File: src/verilog/codec_clock_pkg.sv
`default_nettype none
package codec_clock_pkg;

  // bus geometry
  localparam int ADDR_W = 8;
  localparam int DATA_W = 32;

  // register byte offsets
  localparam logic [ADDR_W-1:0] CTRL_OFF   = 8'h00;
  localparam logic [ADDR_W-1:0] CLKSEL_OFF = 8'h04;
  localparam logic [ADDR_W-1:0] STATUS_OFF = 8'h08;

  // reset values
  localparam logic [DATA_W-1:0] CTRL_RESET   = 32'h0000_0000;
  localparam logic [DATA_W-1:0] CLKSEL_RESET = 32'h0000_0000;

  // field positions, fixed by the struct layouts below
  localparam int CTRL_PLL_POWER_POS    = 0;
  localparam int CTRL_MASTER_POS       = 1;
  localparam int CTRL_MCLK_EN_POS      = 2;
  localparam int CTRL_BCLK_RATIO_POS   = 3;
  localparam int CTRL_ADC_LEFT_POS     = 4;
  localparam int CTRL_ADC_RIGHT_POS    = 5;
  localparam int CLKSEL_OUT_RATIO_POS  = 0;
  localparam int CLKSEL_RATE_POS       = 4;
  localparam int CLKSEL_PLL_REF_POS    = 8;
  localparam int STATUS_MODE_POS       = 0;
  localparam int STATUS_LOCKED_POS     = 2;
  localparam int STATUS_ADC_VALID_POS  = 3;
  localparam int STATUS_DRIVEN_POS     = 4;
  localparam int STATUS_BCLK_ACT_POS   = 5;
  localparam int STATUS_MCLK_ACT_POS   = 6;
  localparam int STATUS_EXT_RATE_POS   = 8;

  // timing
  localparam int CLK_PERIOD_NS      = 100;
  localparam int RESET_PULSE_NS     = 150;
  localparam int RESET_PULSE_CYCLES = (RESET_PULSE_NS + CLK_PERIOD_NS - 1) / CLK_PERIOD_NS;
  localparam int LOCK_TIME_US       = 2000;
  localparam int LOCK_CYCLES_DEF    = (LOCK_TIME_US * 1000) / CLK_PERIOD_NS;
  localparam int ADC_VALID_EDGES    = 1059;
  localparam logic [3:0] BCLK_HALF_CYCLES  = 4'h2;
  localparam logic [3:0] MCLK_INVALID_HALF = 4'h1;
  localparam logic [5:0] FRAME_HALF_32FS   = 6'h10;
  localparam logic [5:0] FRAME_HALF_64FS   = 6'h20;

  typedef enum logic [1:0] {
    MODE_EXT_SLAVE,
    MODE_PLL_SLAVE,
    MODE_UNUSED,
    MODE_PLL_MASTER
  } mode_e;

  typedef struct packed {
    logic [25:0] rsvd;
    logic        adc_right_power;
    logic        adc_left_power;
    logic        bit_clock_ratio;
    logic        mclk_out_en;
    logic        master_select;
    logic        pll_power_bit;
  } ctrl_s;

  typedef struct packed {
    logic [19:0] rsvd_hi;
    logic [3:0]  pll_reference_select;
    logic [3:0]  rate_select;
    logic [1:0]  rsvd_lo;
    logic [1:0]  output_clock_ratio;
  } clksel_s;

  typedef struct packed {
    logic [19:0] rsvd_hi;
    logic [3:0]  ext_rate;
    logic        rsvd_lo;
    logic        mclk_in_active;
    logic        bit_clock_active;
    logic        clocks_driven;
    logic        adc_valid;
    logic        pll_locked;
    logic [1:0]  mode;
  } status_s;

  function automatic mode_e mode_of(input logic pll_on, input logic master);
    if (pll_on && master)
      return MODE_PLL_MASTER;
    else if (pll_on)
      return MODE_PLL_SLAVE;
    else if (master)
      return MODE_UNUSED;
    else
      return MODE_EXT_SLAVE;
  endfunction

endpackage
`default_nettype wire

File: src/verilog/clock_sync.sv
`timescale 1ns/1ps
`default_nettype none
module clock_sync #(
  parameter int WIDTH = 3
) (
  input  wire logic             pclk,
  input  wire logic             presetn,
  input  wire logic [WIDTH-1:0] din,
  output logic      [WIDTH-1:0] dout
);
  // stage one is read by stage two only
  logic [WIDTH-1:0] stage1;

  always_ff @(posedge pclk or negedge presetn)
  begin
    if (!presetn)
    begin
      stage1 <= '0;
      dout   <= '0;
    end
    else
    begin
      stage1 <= din;
      dout   <= stage1;
    end
  end
endmodule
`default_nettype wire

File: src/verilog/clock_divider.sv
`timescale 1ns/1ps
`default_nettype none
module clock_divider #(
  parameter int CNT_W = 4
) (
  input  wire logic             pclk,
  input  wire logic             presetn,
  input  wire logic             enable,
  input  wire logic [CNT_W-1:0] half_cycles,
  output logic                  clk_out,
  output logic                  fall_pulse
);
  logic [CNT_W-1:0] count;
  logic [CNT_W-1:0] next_count;
  logic             next_clk_out;
  logic             toggle;

  assign toggle     = enable && (count >= half_cycles - CNT_W'(1));
  // marks the edge at which the output goes low, so callers can align to it
  assign fall_pulse = toggle && clk_out;

  always_comb
  begin
    next_count   = count;
    next_clk_out = clk_out;
    if (!enable)
    begin
      next_count   = '0;
      next_clk_out = 1'b0;
    end
    else if (toggle)
    begin
      next_count   = '0;
      next_clk_out = ~clk_out;
    end
    else
      next_count = count + CNT_W'(1);
  end

  always_ff @(posedge pclk or negedge presetn)
  begin
    if (!presetn)
    begin
      count   <= '0;
      clk_out <= 1'b0;
    end
    else
    begin
      count   <= next_count;
      clk_out <= next_clk_out;
    end
  end
endmodule
`default_nettype wire

File: src/verilog/codec_clock_mode_select.sv
// Behaviour
// - pll power and master bits select mode
// - unused mode with enable gives invalid mclk
// - external slave rate from rate field
// - mclk output low unless enabled
// - pll master drives bit and frame clocks
// - master bit one means master, resets zero
// - slave after reset until master written
// - clock pins undriven until master bit set
// - power-down low resets; hold 150 ns
// - adc output valid after 1059 frame rises
// - master clocks held low until pll lock
`timescale 1ns/1ps
`default_nettype none
module codec_clock_mode_select
  import codec_clock_pkg::*;
#(
  parameter int LOCK_CYCLES = codec_clock_pkg::LOCK_CYCLES_DEF
) (
  input  wire logic                               pclk,
  input  wire logic                               presetn,
  input  wire logic                               psel,
  input  wire logic                               penable,
  input  wire logic                               pwrite,
  input  wire logic [codec_clock_pkg::ADDR_W-1:0] paddr,
  input  wire logic [codec_clock_pkg::DATA_W-1:0] pwdata,
  output logic      [codec_clock_pkg::DATA_W-1:0] prdata,
  output logic                                    pready,
  output logic                                    pslverr,
  input  wire logic                               bit_clock_in,
  output logic                                    bit_clock_out,
  output logic                                    bit_clock_oe_n,
  input  wire logic                               frame_clock_in,
  output logic                                    frame_clock_out,
  output logic                                    frame_clock_oe_n,
  input  wire logic                               master_clock_input,
  output logic                                    master_clock_output,
  output logic                                    adc_serial_valid
);
  import codec_clock_pkg::*;

  localparam int LOCK_W = $clog2(LOCK_CYCLES + 1);
  localparam int ADC_W  = 11;

  function automatic logic is_mapped(input logic [ADDR_W-1:0] a);
    return (a == CTRL_OFF) || (a == CLKSEL_OFF) || (a == STATUS_OFF);
  endfunction

  ctrl_s              ctrl;
  ctrl_s              next_ctrl;
  clksel_s            clksel;
  clksel_s            next_clksel;
  status_s            status;
  logic [DATA_W-1:0]  next_prdata;
  mode_e              cur_mode;
  logic               apb_setup;
  logic               apb_write;
  logic               status_read;
  logic               lock_restart;
  logic [LOCK_W-1:0]  lock_count;
  logic [LOCK_W-1:0]  next_lock_count;
  logic               pll_locked;
  logic               next_pll_locked;
  logic               master_run;
  logic               bclk_gen;
  logic               bclk_fall;
  logic               frame_gen;
  logic               next_frame_gen;
  logic [5:0]         frame_bits;
  logic [5:0]         next_frame_bits;
  logic [5:0]         frame_half;
  logic               mclk_enable;
  logic [3:0]         mclk_half;
  logic [2:0]         pin_sync;
  logic [2:0]         pin_prev;
  logic [2:0]         next_pin_prev;
  logic [1:0]         activity;
  logic [1:0]         next_activity;
  logic               frame_level;
  logic               frame_prev;
  logic               next_frame_prev;
  logic               frame_rise;
  logic               adc_on;
  logic               adc_on_prev;
  logic               next_adc_on_prev;
  logic [ADC_W-1:0]   adc_count;
  logic [ADC_W-1:0]   next_adc_count;
  logic               next_adc_valid;

  // ---------------- register bus ----------------
  assign apb_setup   = psel && !penable;
  assign apb_write   = psel && penable && pwrite;
  assign status_read = apb_setup && !pwrite && (paddr == STATUS_OFF);
  assign pready      = psel && penable;
  assign pslverr     = psel && penable && !is_mapped(paddr);

  always_comb
  begin
    next_ctrl   = ctrl;
    next_clksel = clksel;
    if (apb_write)
    begin
      if (paddr == CTRL_OFF)
      begin
        next_ctrl      = ctrl_s'(pwdata);
        next_ctrl.rsvd = '0;
      end
      else if (paddr == CLKSEL_OFF)
      begin
        next_clksel         = clksel_s'(pwdata);
        next_clksel.rsvd_hi = '0;
        next_clksel.rsvd_lo = '0;
      end
    end
  end

  // register reset leaves the part a slave with everything powered off
  always_ff @(posedge pclk or negedge presetn)
  begin
    if (!presetn)
    begin
      ctrl   <= ctrl_s'(CTRL_RESET);
      clksel <= clksel_s'(CLKSEL_RESET);
      prdata <= '0;
    end
    else
    begin
      ctrl   <= next_ctrl;
      clksel <= next_clksel;
      prdata <= next_prdata;
    end
  end

  assign cur_mode = mode_of(ctrl.pll_power_bit, ctrl.master_select);

  always_comb
  begin
    status                  = '0;
    status.mode             = cur_mode;
    status.pll_locked       = pll_locked;
    status.adc_valid        = adc_serial_valid;
    status.clocks_driven    = ctrl.master_select;
    status.bit_clock_active = activity[0];
    status.mclk_in_active   = activity[1];
    if (cur_mode == MODE_EXT_SLAVE)
      status.ext_rate = clksel.rate_select;
  end

  // read data is captured in the setup cycle so it comes from a flop
  always_comb
  begin
    next_prdata = prdata;
    if (apb_setup && !pwrite)
    begin
      if (paddr == CTRL_OFF)
        next_prdata = DATA_W'(ctrl);
      else if (paddr == CLKSEL_OFF)
        next_prdata = DATA_W'(clksel);
      else if (paddr == STATUS_OFF)
        next_prdata = DATA_W'(status);
      else
        next_prdata = '0;
    end
  end

  // ---------------- pll lock model ----------------
  // a change of reference or rate while running restarts the lock wait
  assign lock_restart = (next_clksel.rate_select != clksel.rate_select) ||
                        (next_clksel.pll_reference_select != clksel.pll_reference_select);

  always_comb
  begin
    next_lock_count = lock_count;
    next_pll_locked = pll_locked;
    if (!ctrl.pll_power_bit || lock_restart)
    begin
      next_lock_count = '0;
      next_pll_locked = 1'b0;
    end
    else if (!pll_locked)
    begin
      if (lock_count == LOCK_W'(LOCK_CYCLES - 1))
        next_pll_locked = 1'b1;
      else
        next_lock_count = lock_count + LOCK_W'(1);
    end
  end

  always_ff @(posedge pclk or negedge presetn)
  begin
    if (!presetn)
    begin
      lock_count <= '0;
      pll_locked <= 1'b0;
    end
    else
    begin
      lock_count <= next_lock_count;
      pll_locked <= next_pll_locked;
    end
  end

  // ---------------- master clock generation ----------------
  assign master_run = ctrl.master_select && ctrl.pll_power_bit && pll_locked;

  clock_divider #(
    .CNT_W (4)
  ) u_bclk_div (
    .pclk        (pclk),
    .presetn     (presetn),
    .enable      (master_run),
    .half_cycles (BCLK_HALF_CYCLES),
    .clk_out     (bclk_gen),
    .fall_pulse  (bclk_fall)
  );

  assign frame_half = ctrl.bit_clock_ratio ? FRAME_HALF_64FS : FRAME_HALF_32FS;

  // frame edges follow bit-clock falls, keeping them off bit-clock rises
  always_comb
  begin
    next_frame_gen  = frame_gen;
    next_frame_bits = frame_bits;
    if (!master_run)
    begin
      next_frame_gen  = 1'b0;
      next_frame_bits = '0;
    end
    else if (bclk_fall)
    begin
      // greater-or-equal so a switch to the shorter frame cannot run the count past its end
      if (frame_bits >= frame_half - 6'h01)
      begin
        next_frame_gen  = ~frame_gen;
        next_frame_bits = '0;
      end
      else
        next_frame_bits = frame_bits + 6'h01;
    end
  end

  always_ff @(posedge pclk or negedge presetn)
  begin
    if (!presetn)
    begin
      frame_gen  <= 1'b0;
      frame_bits <= '0;
    end
    else
    begin
      frame_gen  <= next_frame_gen;
      frame_bits <= next_frame_bits;
    end
  end

  // pins float until master is chosen; before lock they are driven low
  assign bit_clock_oe_n   = !ctrl.master_select;
  assign frame_clock_oe_n = !ctrl.master_select;
  assign bit_clock_out    = bclk_gen;
  assign frame_clock_out  = frame_gen;

  // without lock, or in the unused mode, the divider runs at its fastest: an invalid clock
  assign mclk_enable = ctrl.mclk_out_en && (ctrl.pll_power_bit || ctrl.master_select);
  assign mclk_half   = (ctrl.pll_power_bit && pll_locked) ?
                       4'(4'h1 << clksel.output_clock_ratio) : MCLK_INVALID_HALF;

  clock_divider #(
    .CNT_W (4)
  ) u_mclk_div (
    .pclk        (pclk),
    .presetn     (presetn),
    .enable      (mclk_enable),
    .half_cycles (mclk_half),
    .clk_out     (master_clock_output),
    .fall_pulse  ()
  );

  // ---------------- input pins and adc start-up ----------------
  clock_sync #(
    .WIDTH (3)
  ) u_pin_sync (
    .pclk    (pclk),
    .presetn (presetn),
    .din     ({master_clock_input, frame_clock_in, bit_clock_in}),
    .dout    (pin_sync)
  );

  assign frame_level = master_run ? frame_gen : pin_sync[1];
  assign frame_rise  = frame_level && !frame_prev;
  assign adc_on      = ctrl.adc_left_power || ctrl.adc_right_power;

  always_comb
  begin
    next_pin_prev    = pin_sync;
    next_frame_prev  = frame_level;
    next_adc_on_prev = adc_on;
    // read clears the activity flags, but an edge in that cycle wins
    next_activity    = status_read ? 2'b00 : activity;
    if (pin_sync[0] != pin_prev[0])
      next_activity[0] = 1'b1;
    if (pin_sync[2] != pin_prev[2])
      next_activity[1] = 1'b1;
    next_adc_count = adc_count;
    next_adc_valid = adc_serial_valid;
    // only the first channel power-up starts the wait; a second one joins a running count
    if (!adc_on || !adc_on_prev)
    begin
      next_adc_count = '0;
      next_adc_valid = 1'b0;
    end
    else if (frame_rise && !adc_serial_valid)
    begin
      if (adc_count == ADC_W'(ADC_VALID_EDGES - 1))
        next_adc_valid = 1'b1;
      else
        next_adc_count = adc_count + ADC_W'(1);
    end
  end

  always_ff @(posedge pclk or negedge presetn)
  begin
    if (!presetn)
    begin
      pin_prev         <= '0;
      frame_prev       <= 1'b0;
      adc_on_prev      <= 1'b0;
      activity         <= '0;
      adc_count        <= '0;
      adc_serial_valid <= 1'b0;
    end
    else
    begin
      pin_prev         <= next_pin_prev;
      frame_prev       <= next_frame_prev;
      adc_on_prev      <= next_adc_on_prev;
      activity         <= next_activity;
      adc_count        <= next_adc_count;
      adc_serial_valid <= next_adc_valid;
    end
  end
endmodule
`default_nettype wire

File: config.mk
export PLATFORM = sky130hd
export DESIGN_NAME = codec_clock_mode_select
export DESIGN_NICKNAME = d
export VERILOG_FILES = /design/src/verilog/codec_clock_pkg.sv /design/src/verilog/clock_sync.sv /design/src/verilog/clock_divider.sv /design/src/verilog/codec_clock_mode_select.sv
export SDC_FILE = /design/constraint.sdc
export NUM_CORES = 1
export LEC_CHECK = 0
export ABC_AREA = 1
export BUFFER_PORTS_ARGS = -buffer_cell sky130_fd_sc_hd__buf_2
export CAP_MARGIN = 10
export CORE_MARGIN = 2
export CORE_UTILIZATION = 30
export DETAILED_ROUTE_END_ITERATION = 10
export PLACE_DENSITY = 0.55
export REMOVE_ABC_BUFFERS = 1
export SLEW_MARGIN = 20
export SYNTH_ARGS = -nofsm -noshare
export SYNTH_HDL_FRONTEND = slang
export SYNTH_SLANG_ARGS = --single-unit
File: constraint.sdc
create_clock -name pclk -period 2.3 [get_ports pclk]
set_input_delay 0.345 -clock pclk [delete_from_list [all_inputs] [get_ports pclk]]
set_output_delay 0.345 -clock pclk [all_outputs]
set_load 0.01 [all_outputs]
Yosys cells after proc, flatten, opt, wreduce, memory -nomap -nowiden
Cells that the tools add are included.
{ "classes": {"add_sub_neg": 7, "mul": 0, "div_mod_pow": 0, "magnitude_cmp": 3, "n_eq_ne": 15, "n_shift": 1, "n_mux": 42, "bitwise_logic": 4, "reduce_logical": 43} }
{ "ops": {"columns": ["operator", "count"], "rows": [
  ["12-bit 2-to-1 mux", 6],
  ["15-bit 2-to-1 mux", 3],
  ["11-bit 2-to-1 mux", 3],
  ["4-bit 2-to-1 mux", 6],
  ["6-bit 2-to-1 mux", 4],
  ["1-bit 2-to-1 mux", 16],
  ["15-bit by 1-bit adder with 15-bit output, second input constant", 1],
  ["15-bit equality test, second input constant", 1],
  ["1-bit logical AND", 15],
  ["11-bit by 1-bit adder with 11-bit output, second input constant", 1],
  ["11-bit equality test, second input constant", 1],
  ["2-bit AND reduction", 5],
  ["1-bit logical NOT", 9],
  ["4-bit by 1-bit adder with 4-bit output, second input constant", 2],
  ["8-bit by 3-bit equality test with 1-bit output, second input constant", 1],
  ["8-bit by 4-bit equality test with 1-bit output, second input constant", 1],
  ["8-bit logical NOT", 1],
  ["2-bit 2-to-1 mux", 4],
  ["2-bit by 1-bit inequality test with 1-bit output, second input constant", 4],
  ["4-bit inequality test", 2],
  ["2-bit nonzero test", 4],
  ["1-bit logical OR", 7],
  ["6-bit by 1-bit adder with 6-bit output, second input constant", 1],
  ["6-bit greater-or-equal comparator", 1],
  ["10 further kinds", 16]
]} }
{ "totals": {"ff_bits": 106, "latch_bits": 0, "mem_bits_rw": 0, "romBits": 0, "input_bits": 48, "out_inout_bits": 40, "wordCells": 142, "n_memories": 0} }

Logic depth before layout (Yosys ltp)
Gate-level depths: netlist (run 1).
{ "logic_depth": {"ltp_word": 9, "mapped_depth": 13} }

Hierarchy
From an unflattened synthesis (run 1), not the netlist that was laid out.
{ "unflattened": {"hier_cells": 585, "area_unflattened_um2": 4795.8} }
{ "modules_own_cells": {"columns": ["module", "instances", "cells_each", "area_each_um2", "seq_area_each_um2"], "rows": [
  ["codec_clock_mode_select", 1, 485, 3870.0, 1726.7],
  ["clock_divider", 2, 47, 387.9, 125.1],
  ["clock_sync", 1, 6, 150.1, 150.1]
]} }

Worst setup path before layout (run 1)
No wires, ideal clock.
{ "synth_timing": {"path_type": "register -> register", "start": "register ctrl[0] (netlist name)", "end": "register u_mclk_div.clk_out", "arrival_time_ns": 1.847, "path_slack_ns": 0.326, "stages_incl_launch_ff": 13, "synth_period_minus_slack_ns": 1.974, "path_cell_list": "dfrtp_1 > nand2_2 > inv_1 > nand3_1 > ha_1 > ha_1 > inv_1 > a21oi_1 > o21a_1 > o21ai_0 > nand3b_1 > nand3_1 > o21ai_0"} }
{ "synth_between": {"elab_chain_len": 6} }
{ "synth_rtl": {"columns": ["element", "line_no", "rtl"], "rows": [
  ["from (decl)", "codec_clock_mode_select.sv:49", "ctrl_s ctrl;"],
  ["from (signal assigned)", "codec_clock_mode_select.sv:122", "ctrl <= ctrl_s'(CTRL_RESET);"],
  ["from (signal assigned)", "codec_clock_mode_select.sv:128", "ctrl <= next_ctrl;"],
  ["1-bit logical AND", "codec_clock_mode_select.sv:264", "assign mclk_half = (ctrl.pll_power_bit && pll_locked) ?"],
  ["4-bit 2-to-1 mux", "codec_clock_mode_select.sv:264", null],
  ["4-bit by 1-bit subtractor with 4-bit output", "clock_divider.sv:18", "assign toggle = enable && (count >= half_cycles - CNT_W'(1));"],
  ["4-bit greater-or-equal comparator", "clock_divider.sv:18", null],
  ["1-bit logical AND", "clock_divider.sv:18", null],
  ["2-bit inequality test (no line)", null, null],
  ["to (signal assigned)", "clock_divider.sv:50", "clk_out <= next_clk_out;"],
  ["to (decl)", "clock_divider.sv:10", "output logic clk_out,"]
]} }
Parallel ways exist; a longest one is shown, timed or not.
A chain may end at the register's enable or synchronous reset.

Worst setup path after layout (run 1)
{ "layout_timing": {"start": "register pll_locked", "end": "register u_mclk_div.count[1]"} }
{ "layout_between": {"elab_chain_len": 7} }
{ "layout_rtl": {"columns": ["element", "line_no", "rtl"], "rows": [
  ["from (decl)", "codec_clock_mode_select.sv:62", "logic pll_locked;"],
  ["from (signal assigned)", "codec_clock_mode_select.sv:199", "pll_locked <= next_pll_locked;"],
  ["1-bit logical AND", "codec_clock_mode_select.sv:264", null],
  ["4-bit 2-to-1 mux", "codec_clock_mode_select.sv:264", null],
  ["4-bit by 1-bit subtractor with 4-bit output", "clock_divider.sv:18", null],
  ["4-bit greater-or-equal comparator", "clock_divider.sv:18", null],
  ["1-bit logical AND", "clock_divider.sv:18", null],
  ["4-bit 2-to-1 mux", "clock_divider.sv:31", "else if (toggle)"],
  ["4-bit 2-to-1 mux", "clock_divider.sv:26", "if (!enable)"],
  ["net u_mclk_div.next_count[1]", "clock_divider.sv:14", "logic [CNT_W-1:0] next_count;"],
  ["to (signal assigned)", "clock_divider.sv:49", "count <= next_count;"],
  ["to (decl)", "clock_divider.sv:13", "logic [CNT_W-1:0] count;"]
]} }
The timed path passes the listed nets, and every way through them passes these cells.

==> results.toml, run 1 <==
[placed_design]
dpl.hpwl_um = 7650
gpl.final_weighted_congestion = 0.905
place_area_um2 = 5060
port_buffers = 47
dp.cells = 796

[sta]
fmax_mhz = 469
skew_ns = 0.00876
worst_pin_slew_ns = 0.641
setup_viol = 0
relSlewSlack_pct = 57.1
setup-tns-final_ns = 0
min_period_over_period_pct = 92.7
post-route-min-period_ns = 2.13
hold_viol = 0
final-max-slew-violation-count = 0
hold_slack_ns = 0.108

[worst_setup_path]
max_stage_delay_ns = 0.40
r2r_slack_ns = 0.17
cp_data_required_time_ns = 2.57
cp_cell_sequence = "nand2_2 > a21oi_1 > ha_1 > ha_1 > inv_1 > a21oi_1 > o21a_1 > o21ai_0 > nand3b_1 > buf_4 > nor2_1"
cp-start-kind = "register"
reg2reg_depth = 11
crit_fanout = 4
reg2reg_from = "pll_locked"
slowest_stage = "dfrtp_2"
endpoint_kind = "register"
arrival_ns = 2.41
crit_type = "register to register"
reg2reg_to = "u_mclk_div.count[1]"

[logic_synthesis]
synth_edf_count = 0
synth-seq-area-share_pct = 45.6
syn_inst = 565
yosysUniqueCellTypes = 44
yosys_most_used_dff = "dfrtp_1"
synth_top_area_share_pct = 45.6
synthTopCellsByArea = "dfrtp_1, nand2_1, inv_1, nor2_1, nand3_1"
avgSynthCellArea_um2 = 8.26
syn_area_um2 = 4670
synth_area_leader_cell = "dfrtp_1"
async_flop_share_pct = 100
ys_seq_elements = 85
yosysWarnings = 0

[route]
wl_um = 10400
drc = 0
num_vias = 3754
via_per_inst = 4.62
antenna_left = 0
firstDrtPassIters = 5
wl_per_cell_um = 12.8
drt_iter0_markers = 150

[clocking]
clkLatencyLatePin_ns = 0.34
cts.clk_slew.worst_paths_ns = 0.06
cts_tree = "yes"
cts_buffer_depth = 2
numClockSinks = 85
htree_levels = 3
cts-root-buf = "clkbuf_16"
cts_buffers = 9

[run_status]
outcome = "completed"

[pwr]
p_leak_uw = 0.00255
seqPwrFrac_pct = 48.0
p_total_uw = 3190
p_int_uw = 2490
p_sw_share_pct = 22.0
power_switching_uw = 701
power_density_nw_per_um2 = 592
pwr-share-comb_pct = 5.2
max-vdd-ir-drop_mv = 0.322
power_frac_clock_pct = 46.8

[global_route]
grt_overflow = 0
busiest_layer = "met2"
grt_usage_pct = 13.3
antenna_found_initial = 0
grt_max_degree = 54
use_met1_pct = 16.7
first_global_vias = 3705
use_met3_pct = 4.20
grt_pass1_wl_um = 17300
grt_use_met2_pct = 22.1

[run]
cap_violations = 0

[floorplan]
fp.dieH_um = 129
core_um2 = 15200
initial_core_util_pct = 30.7
num_rows = 45
dieArea_um2 = 16600
die_x_um = 129
io_pins = 88

[hold_path]
worstHoldEndpoint = "u_pin_sync.stage1[1]"
hp-class = "input port to register"
min_from = "frame_clock_in"
hold_depth = 1

[cells_and_area]
diodes = 0
final_nets = 684
drive_above_1_share_pct = 16.2
area_delta_synth_final_pct = 15.6
stdcell_area_um2 = 5390
layoutNonFillerInstCount = 813
==> flip-flops by register name (all words and copies together), names as in the netlist <==
register and cells:
lock_count 15, prdata 12, adc_count 11, clksel 10, ctrl 6, frame_bits 6
u_bclk_div.count 4, u_mclk_div.count 4, u_pin_sync.dout 3, u_pin_sync.stage1 3, activity 2, pin_prev 2
adc_on_prev 1, adc_serial_valid 1, frame_clock_out 1, frame_prev 1, pll_locked 1, u_bclk_div.clk_out 1
u_mclk_div.clk_out 1
==> per-stage QoR <==
step	worst slack, ns	utilization [%]
6_report	0.168	35.5
2_1_floorplan	0.326	-
3_3_place_gp	0.00256	33.3
3_5_place_dp	-0.0796	33.3
5_1_grt	-0.0180	35.5
4_1_cts	0.0655	35.4
==> kinds of logic (layout without fill, tap and decap cells) <==
family,Yosys count,in the layout,synth area share (%)
AND/OR/NAND/NOR,257,257,25.9
buffers and inverters,123,163,12.5
flip-flops,85,85,45.6
AO/OA/AOI/OAI,62,62,7.96
XOR/XNOR,22,22,4.13
adder cells (fa/ha/maj),14,14,3.75
other,2,22,0.161
==> area by class of cell <==
cell class              instances  area, um^2
clock buffers                  13         270
clock inverters                 1        30.0
inverters                      90         340
repair buffers                 59         355
flip-flops and latches         85        2130
fillers                      1576        9810
multi-input cells             377        2030
well taps                     188         235
==> cell usage after synthesis (4+ instances only) <==
library cell	n
nor2_1	55
o21ai_2	5
nand3_1	40
nand2_2	6
xor2_1	17
xnor2_1	5
buf_2	4
a21oi_1	17
nor3_1	13
inv_1	86
nor4_1	5
o211ai_1	5
o21ai_0	23
buf_4	23
dfrtp_1	85
ha_1	14
nand2_1	97
nand4_1	26
==> worst max-delay path by stage <==
stage	start	cells after the start	endpoint
finish	pll_locked	11	u_mclk_div.count[1]
global route	pll_locked	11	u_mclk_div.count[1]
CTS	pll_locked	11	u_mclk_div.clk_out
detailed placement	paddr[2]	13	lock_count[1]
global placement	paddr[2]	13	lock_count[1]
floorplan	ctrl[0]	12	u_mclk_div.clk_out
==> power by group through the flow <==
stage | logic (uW) | registers, uW | clock network [uW]
4_1_cts | 170 | 1530 | 1550
6_report | 167 | 1530 | 1490
5_1_grt | 194 | 1530 | 1610
2_1_floorplan | 64.4 | 1560 | 0
3_5_place_dp | 168 | 1560 | 0
3_3_place_gp | 165 | 1560 | 0
==> layer usage <==
metal	up-vias	wire length [um]
li1	1891	-
met1	1781	4770
met2	70	5020
met3	12	457
met4	0	144
met5	-	0
==> placed cells by master (no fill, tap or decap), types with 2 or more instances in the layout <==
cell	count
nand4_1	26
nand2_1	97
nor2_2	3
nor4_1	5
o211ai_1	5
nor2_4	2
dfrtp_1	84
o221ai_1	2
clkbuf_16	9
ha_1	14
buf_2	46
o21ai_0	23
nor3_2	2
xor2_1	17
conb_1	22
a21oi_1	17
buf_12	2
nand3_1	40
nor3_1	13
buf_4	10
nor2_1	55
inv_2	3
o21ai_1	2
nand2_2	6
inv_1	86
xnor2_1	5
clkbuf_8	3
o21ai_2	5
o31ai_1	2
==> worst max-delay path, delay by kind of cell, from the launching register on <==
kind,cells,cell delay [ns]
fa+ha+maj,2,0.55
compound gates,4,0.55
flops,1,0.40
simple gates,3,0.34
buf+inv,2,0.23
==> repair_timing <==
item / in CTS / in global routing
buffers inserted: 0 / 2
hold buffers: 1 / 0
setup endpoints to repair: 0 / 2
hold endpoints to repair: 32 / 0
gates resized for setup: 0 / 1
Power figures use the tool's default switching activity.
==> run 2: changes to the inputs <==
--- a/config.mk
+++ b/config.mk
@@ -8,10 +8,10 @@
 export ABC_AREA = 1
 export BUFFER_PORTS_ARGS = -buffer_cell sky130_fd_sc_hd__buf_2
 export CAP_MARGIN = 10
+export CORE_ASPECT_RATIO = 1.25
 export CORE_MARGIN = 2
 export CORE_UTILIZATION = 30
 export DETAILED_ROUTE_END_ITERATION = 10
-export PLACE_DENSITY = 0.55
 export REMOVE_ABC_BUFFERS = 1
 export SLEW_MARGIN = 20
 export SYNTH_ARGS = -nofsm -noshare
==> run 2 against run 1 <==
Sequential share of layout area is 0.18 points lower. Cell area is 0.39% higher. Setup slack improved by 0.0021 ns. Highest routed layer is now met5. Via count fell by 0.61%. Critical path depth is 1 higher. Global-route usage decreased by 0.098 points. The flow now finishes with violations (negative hold slack). Wire length is 4.6% lower. Cell count rose by 2.6%. Register-to-register slack about the same. First-iteration DRC count rose by 73%. Hold slack lost 0.12 ns. Clock power hardly changed.
==> results.toml, run 2 (synthesis gave the netlist of run 1 again) <==
[pwr]
power_switching_uw = 726
p_sw_share_pct = 23.0
max-vdd-ir-drop_mv = 0.415
power_density_nw_per_um2 = 585
p_int_uw = 2440
pwr-share-comb_pct = 5.0
p_leak_uw = 0.00254
power_frac_clock_pct = 46.5
seqPwrFrac_pct = 48.4

[global_route]
grt_pass1_wl_um = 17300
grt_overflow = 0
antenna_found_initial = 1
grt_max_degree = 42
grt_usage_pct = 13.2
first_global_vias = 3673

[clocking]
numClockSinks = 85
cts-root-buf = "clkbuf_16"
cts_tree = "yes"
clkLatencyLatePin_ns = 0.35
cts_buffer_depth = 2
htree_levels = 3
cts_buffers = 9
cts.clk_slew.worst_paths_ns = 0.06
cts_hold_buf = 0

[placed_design]
gpl.final_weighted_congestion = 0.897
port_buffers = 47
pre_cts_slack_ns = -0.109
dpl.hpwl_um = 7220

[route]
wl_per_cell_um = 11.9
firstDrtPassIters = 4
antenna_left = 0
drc = 0
drt_iter0_markers = 260
num_vias = 3731
via_per_inst = 4.47
wl_um = 9910

[sta]
hold_viol = 28
setup_viol = 0
final-max-slew-violation-count = 0
setup-tns-final_ns = 0
hold_slack_ns = -0.0121
fmax_mhz = 469
fin_ws_ns = 0.170
worst_pin_slew_ns = 0.550
skew_ns = 0.00416
rsz0062_at_grt = "yes"
post-route-min-period_ns = 2.13
min_period_over_period_pct = 92.6
relSlewSlack_pct = 63.3

[worst_setup_path]
cp_data_required_time_ns = 2.58
reg2reg_to = "u_mclk_div.count[1]"
reg2reg_from = "pll_locked"
crit_fanout = 5
r2r_slack_ns = 0.17
crit_type = "register to register"
reg2reg_depth = 12
arrival_ns = 2.41
endpoint_kind = "register"
cp-start-kind = "register"

[run]
cap_violations = 0

[run_status]
violations = "negative hold slack"
outcome = "finished, violations left"

[hold_path]
hp-class = "input port to asynchronous set/reset pin"

[floorplan]
initial_core_util_pct = 30.9
core_um2 = 15100
fp.dieH_um = 143
dieArea_um2 = 16600
die_x_um = 116
num_rows = 50
io_pins = 88

[cells_and_area]
ff_latch_area_um2 = 2130
drive_above_1_share_pct = 16.8
reg_top3 = "lock_count: 15 flops, prdata: 12 flops, adc_count: 11 flops"
largest_register_ffs = 15
final_nets = 683
area_delta_synth_final_pct = 16.0
diodes = 0
final_common_cell = "nand2_1"
fillers = 1535
multi_input_area_um2 = 2040
largest-register = "lock_count"
most-common-layout-cells = "nand2_1, inv_1, dfrtp_1"
## run 2: critical path, stage by stage (launching register included)
cell,delay (ns)
dfrtp_1,0.40
nand2_2,0.11
inv_1,0.08
nand3_1,0.07
ha_1,0.30
ha_1,0.27
inv_1,0.05
a21oi_1,0.03
o21a_1,0.16
o21ai_0,0.14
nand3b_1,0.18
buf_4,0.18
nor2_1,0.08
## run 2: power groups by stage
stage | clock network, uW | registers, uW | logic (uW)
after floorplan | 0 | 1560 | 64.4
after global placement | 0 | 1560 | 162
after detailed placement | 0 | 1560 | 163
after CTS | 1510 | 1530 | 163
after global routing | 1580 | 1530 | 186
final | 1470 | 1530 | 160
## run 2: final cells by class
class / instances / area share [%]
Sequential cell: 85 / 39.3
Multi-Input combinational cell: 377 / 37.7
Timing Repair Buffer: 58 / 6.38
Inverter: 90 / 6.29
Tap cell: 208 / 4.81
Clock buffer: 10 / 4.42
Clock inverter: 6 / 1.16
## run 2: through the flow
stage / cell area (um^2) / util, % / total power [uW] / instances
2_1_floorplan: 4500 / - / 1630 / 552
3_3_place_gp: 5090 / 33.8 / 1720 / 816
3_5_place_dp: 5090 / 33.8 / 1720 / 816
4_1_cts: 5390 / 35.8 / 3200 / 832
5_1_grt: 5410 / 35.9 / 3300 / 834
6_report: 5410 / 35.9 / 3160 / 834
## run 2: metal layers
metal,wire (um),track usage (%)
met2,4920,22.2
met5,7,0
met3,378,2.49
met4,263,6.40
met1,4340,16.2
## run 2: timing repair
action	in CTS	in global routing
resized for setup	0	2
hold endpoints to repair	0	0
buffers inserted	0	2
setup endpoints to repair	0	4
## run 2: how the worst max path moves through the flow
stage	slack [ns]	depth (start not counted)	from	endpoint
floorplan	0.33	12	ctrl[0]	u_mclk_div.clk_out
global placement	-0.07	13	paddr[2]	lock_count[1]
detailed placement	-0.11	13	paddr[2]	lock_count[1]
CTS	0.12	11	pll_locked	u_mclk_div.clk_out
global route	-0.01	12	pll_locked	u_mclk_div.clk_out
finish	0.17	12	pll_locked	u_mclk_div.count[1]
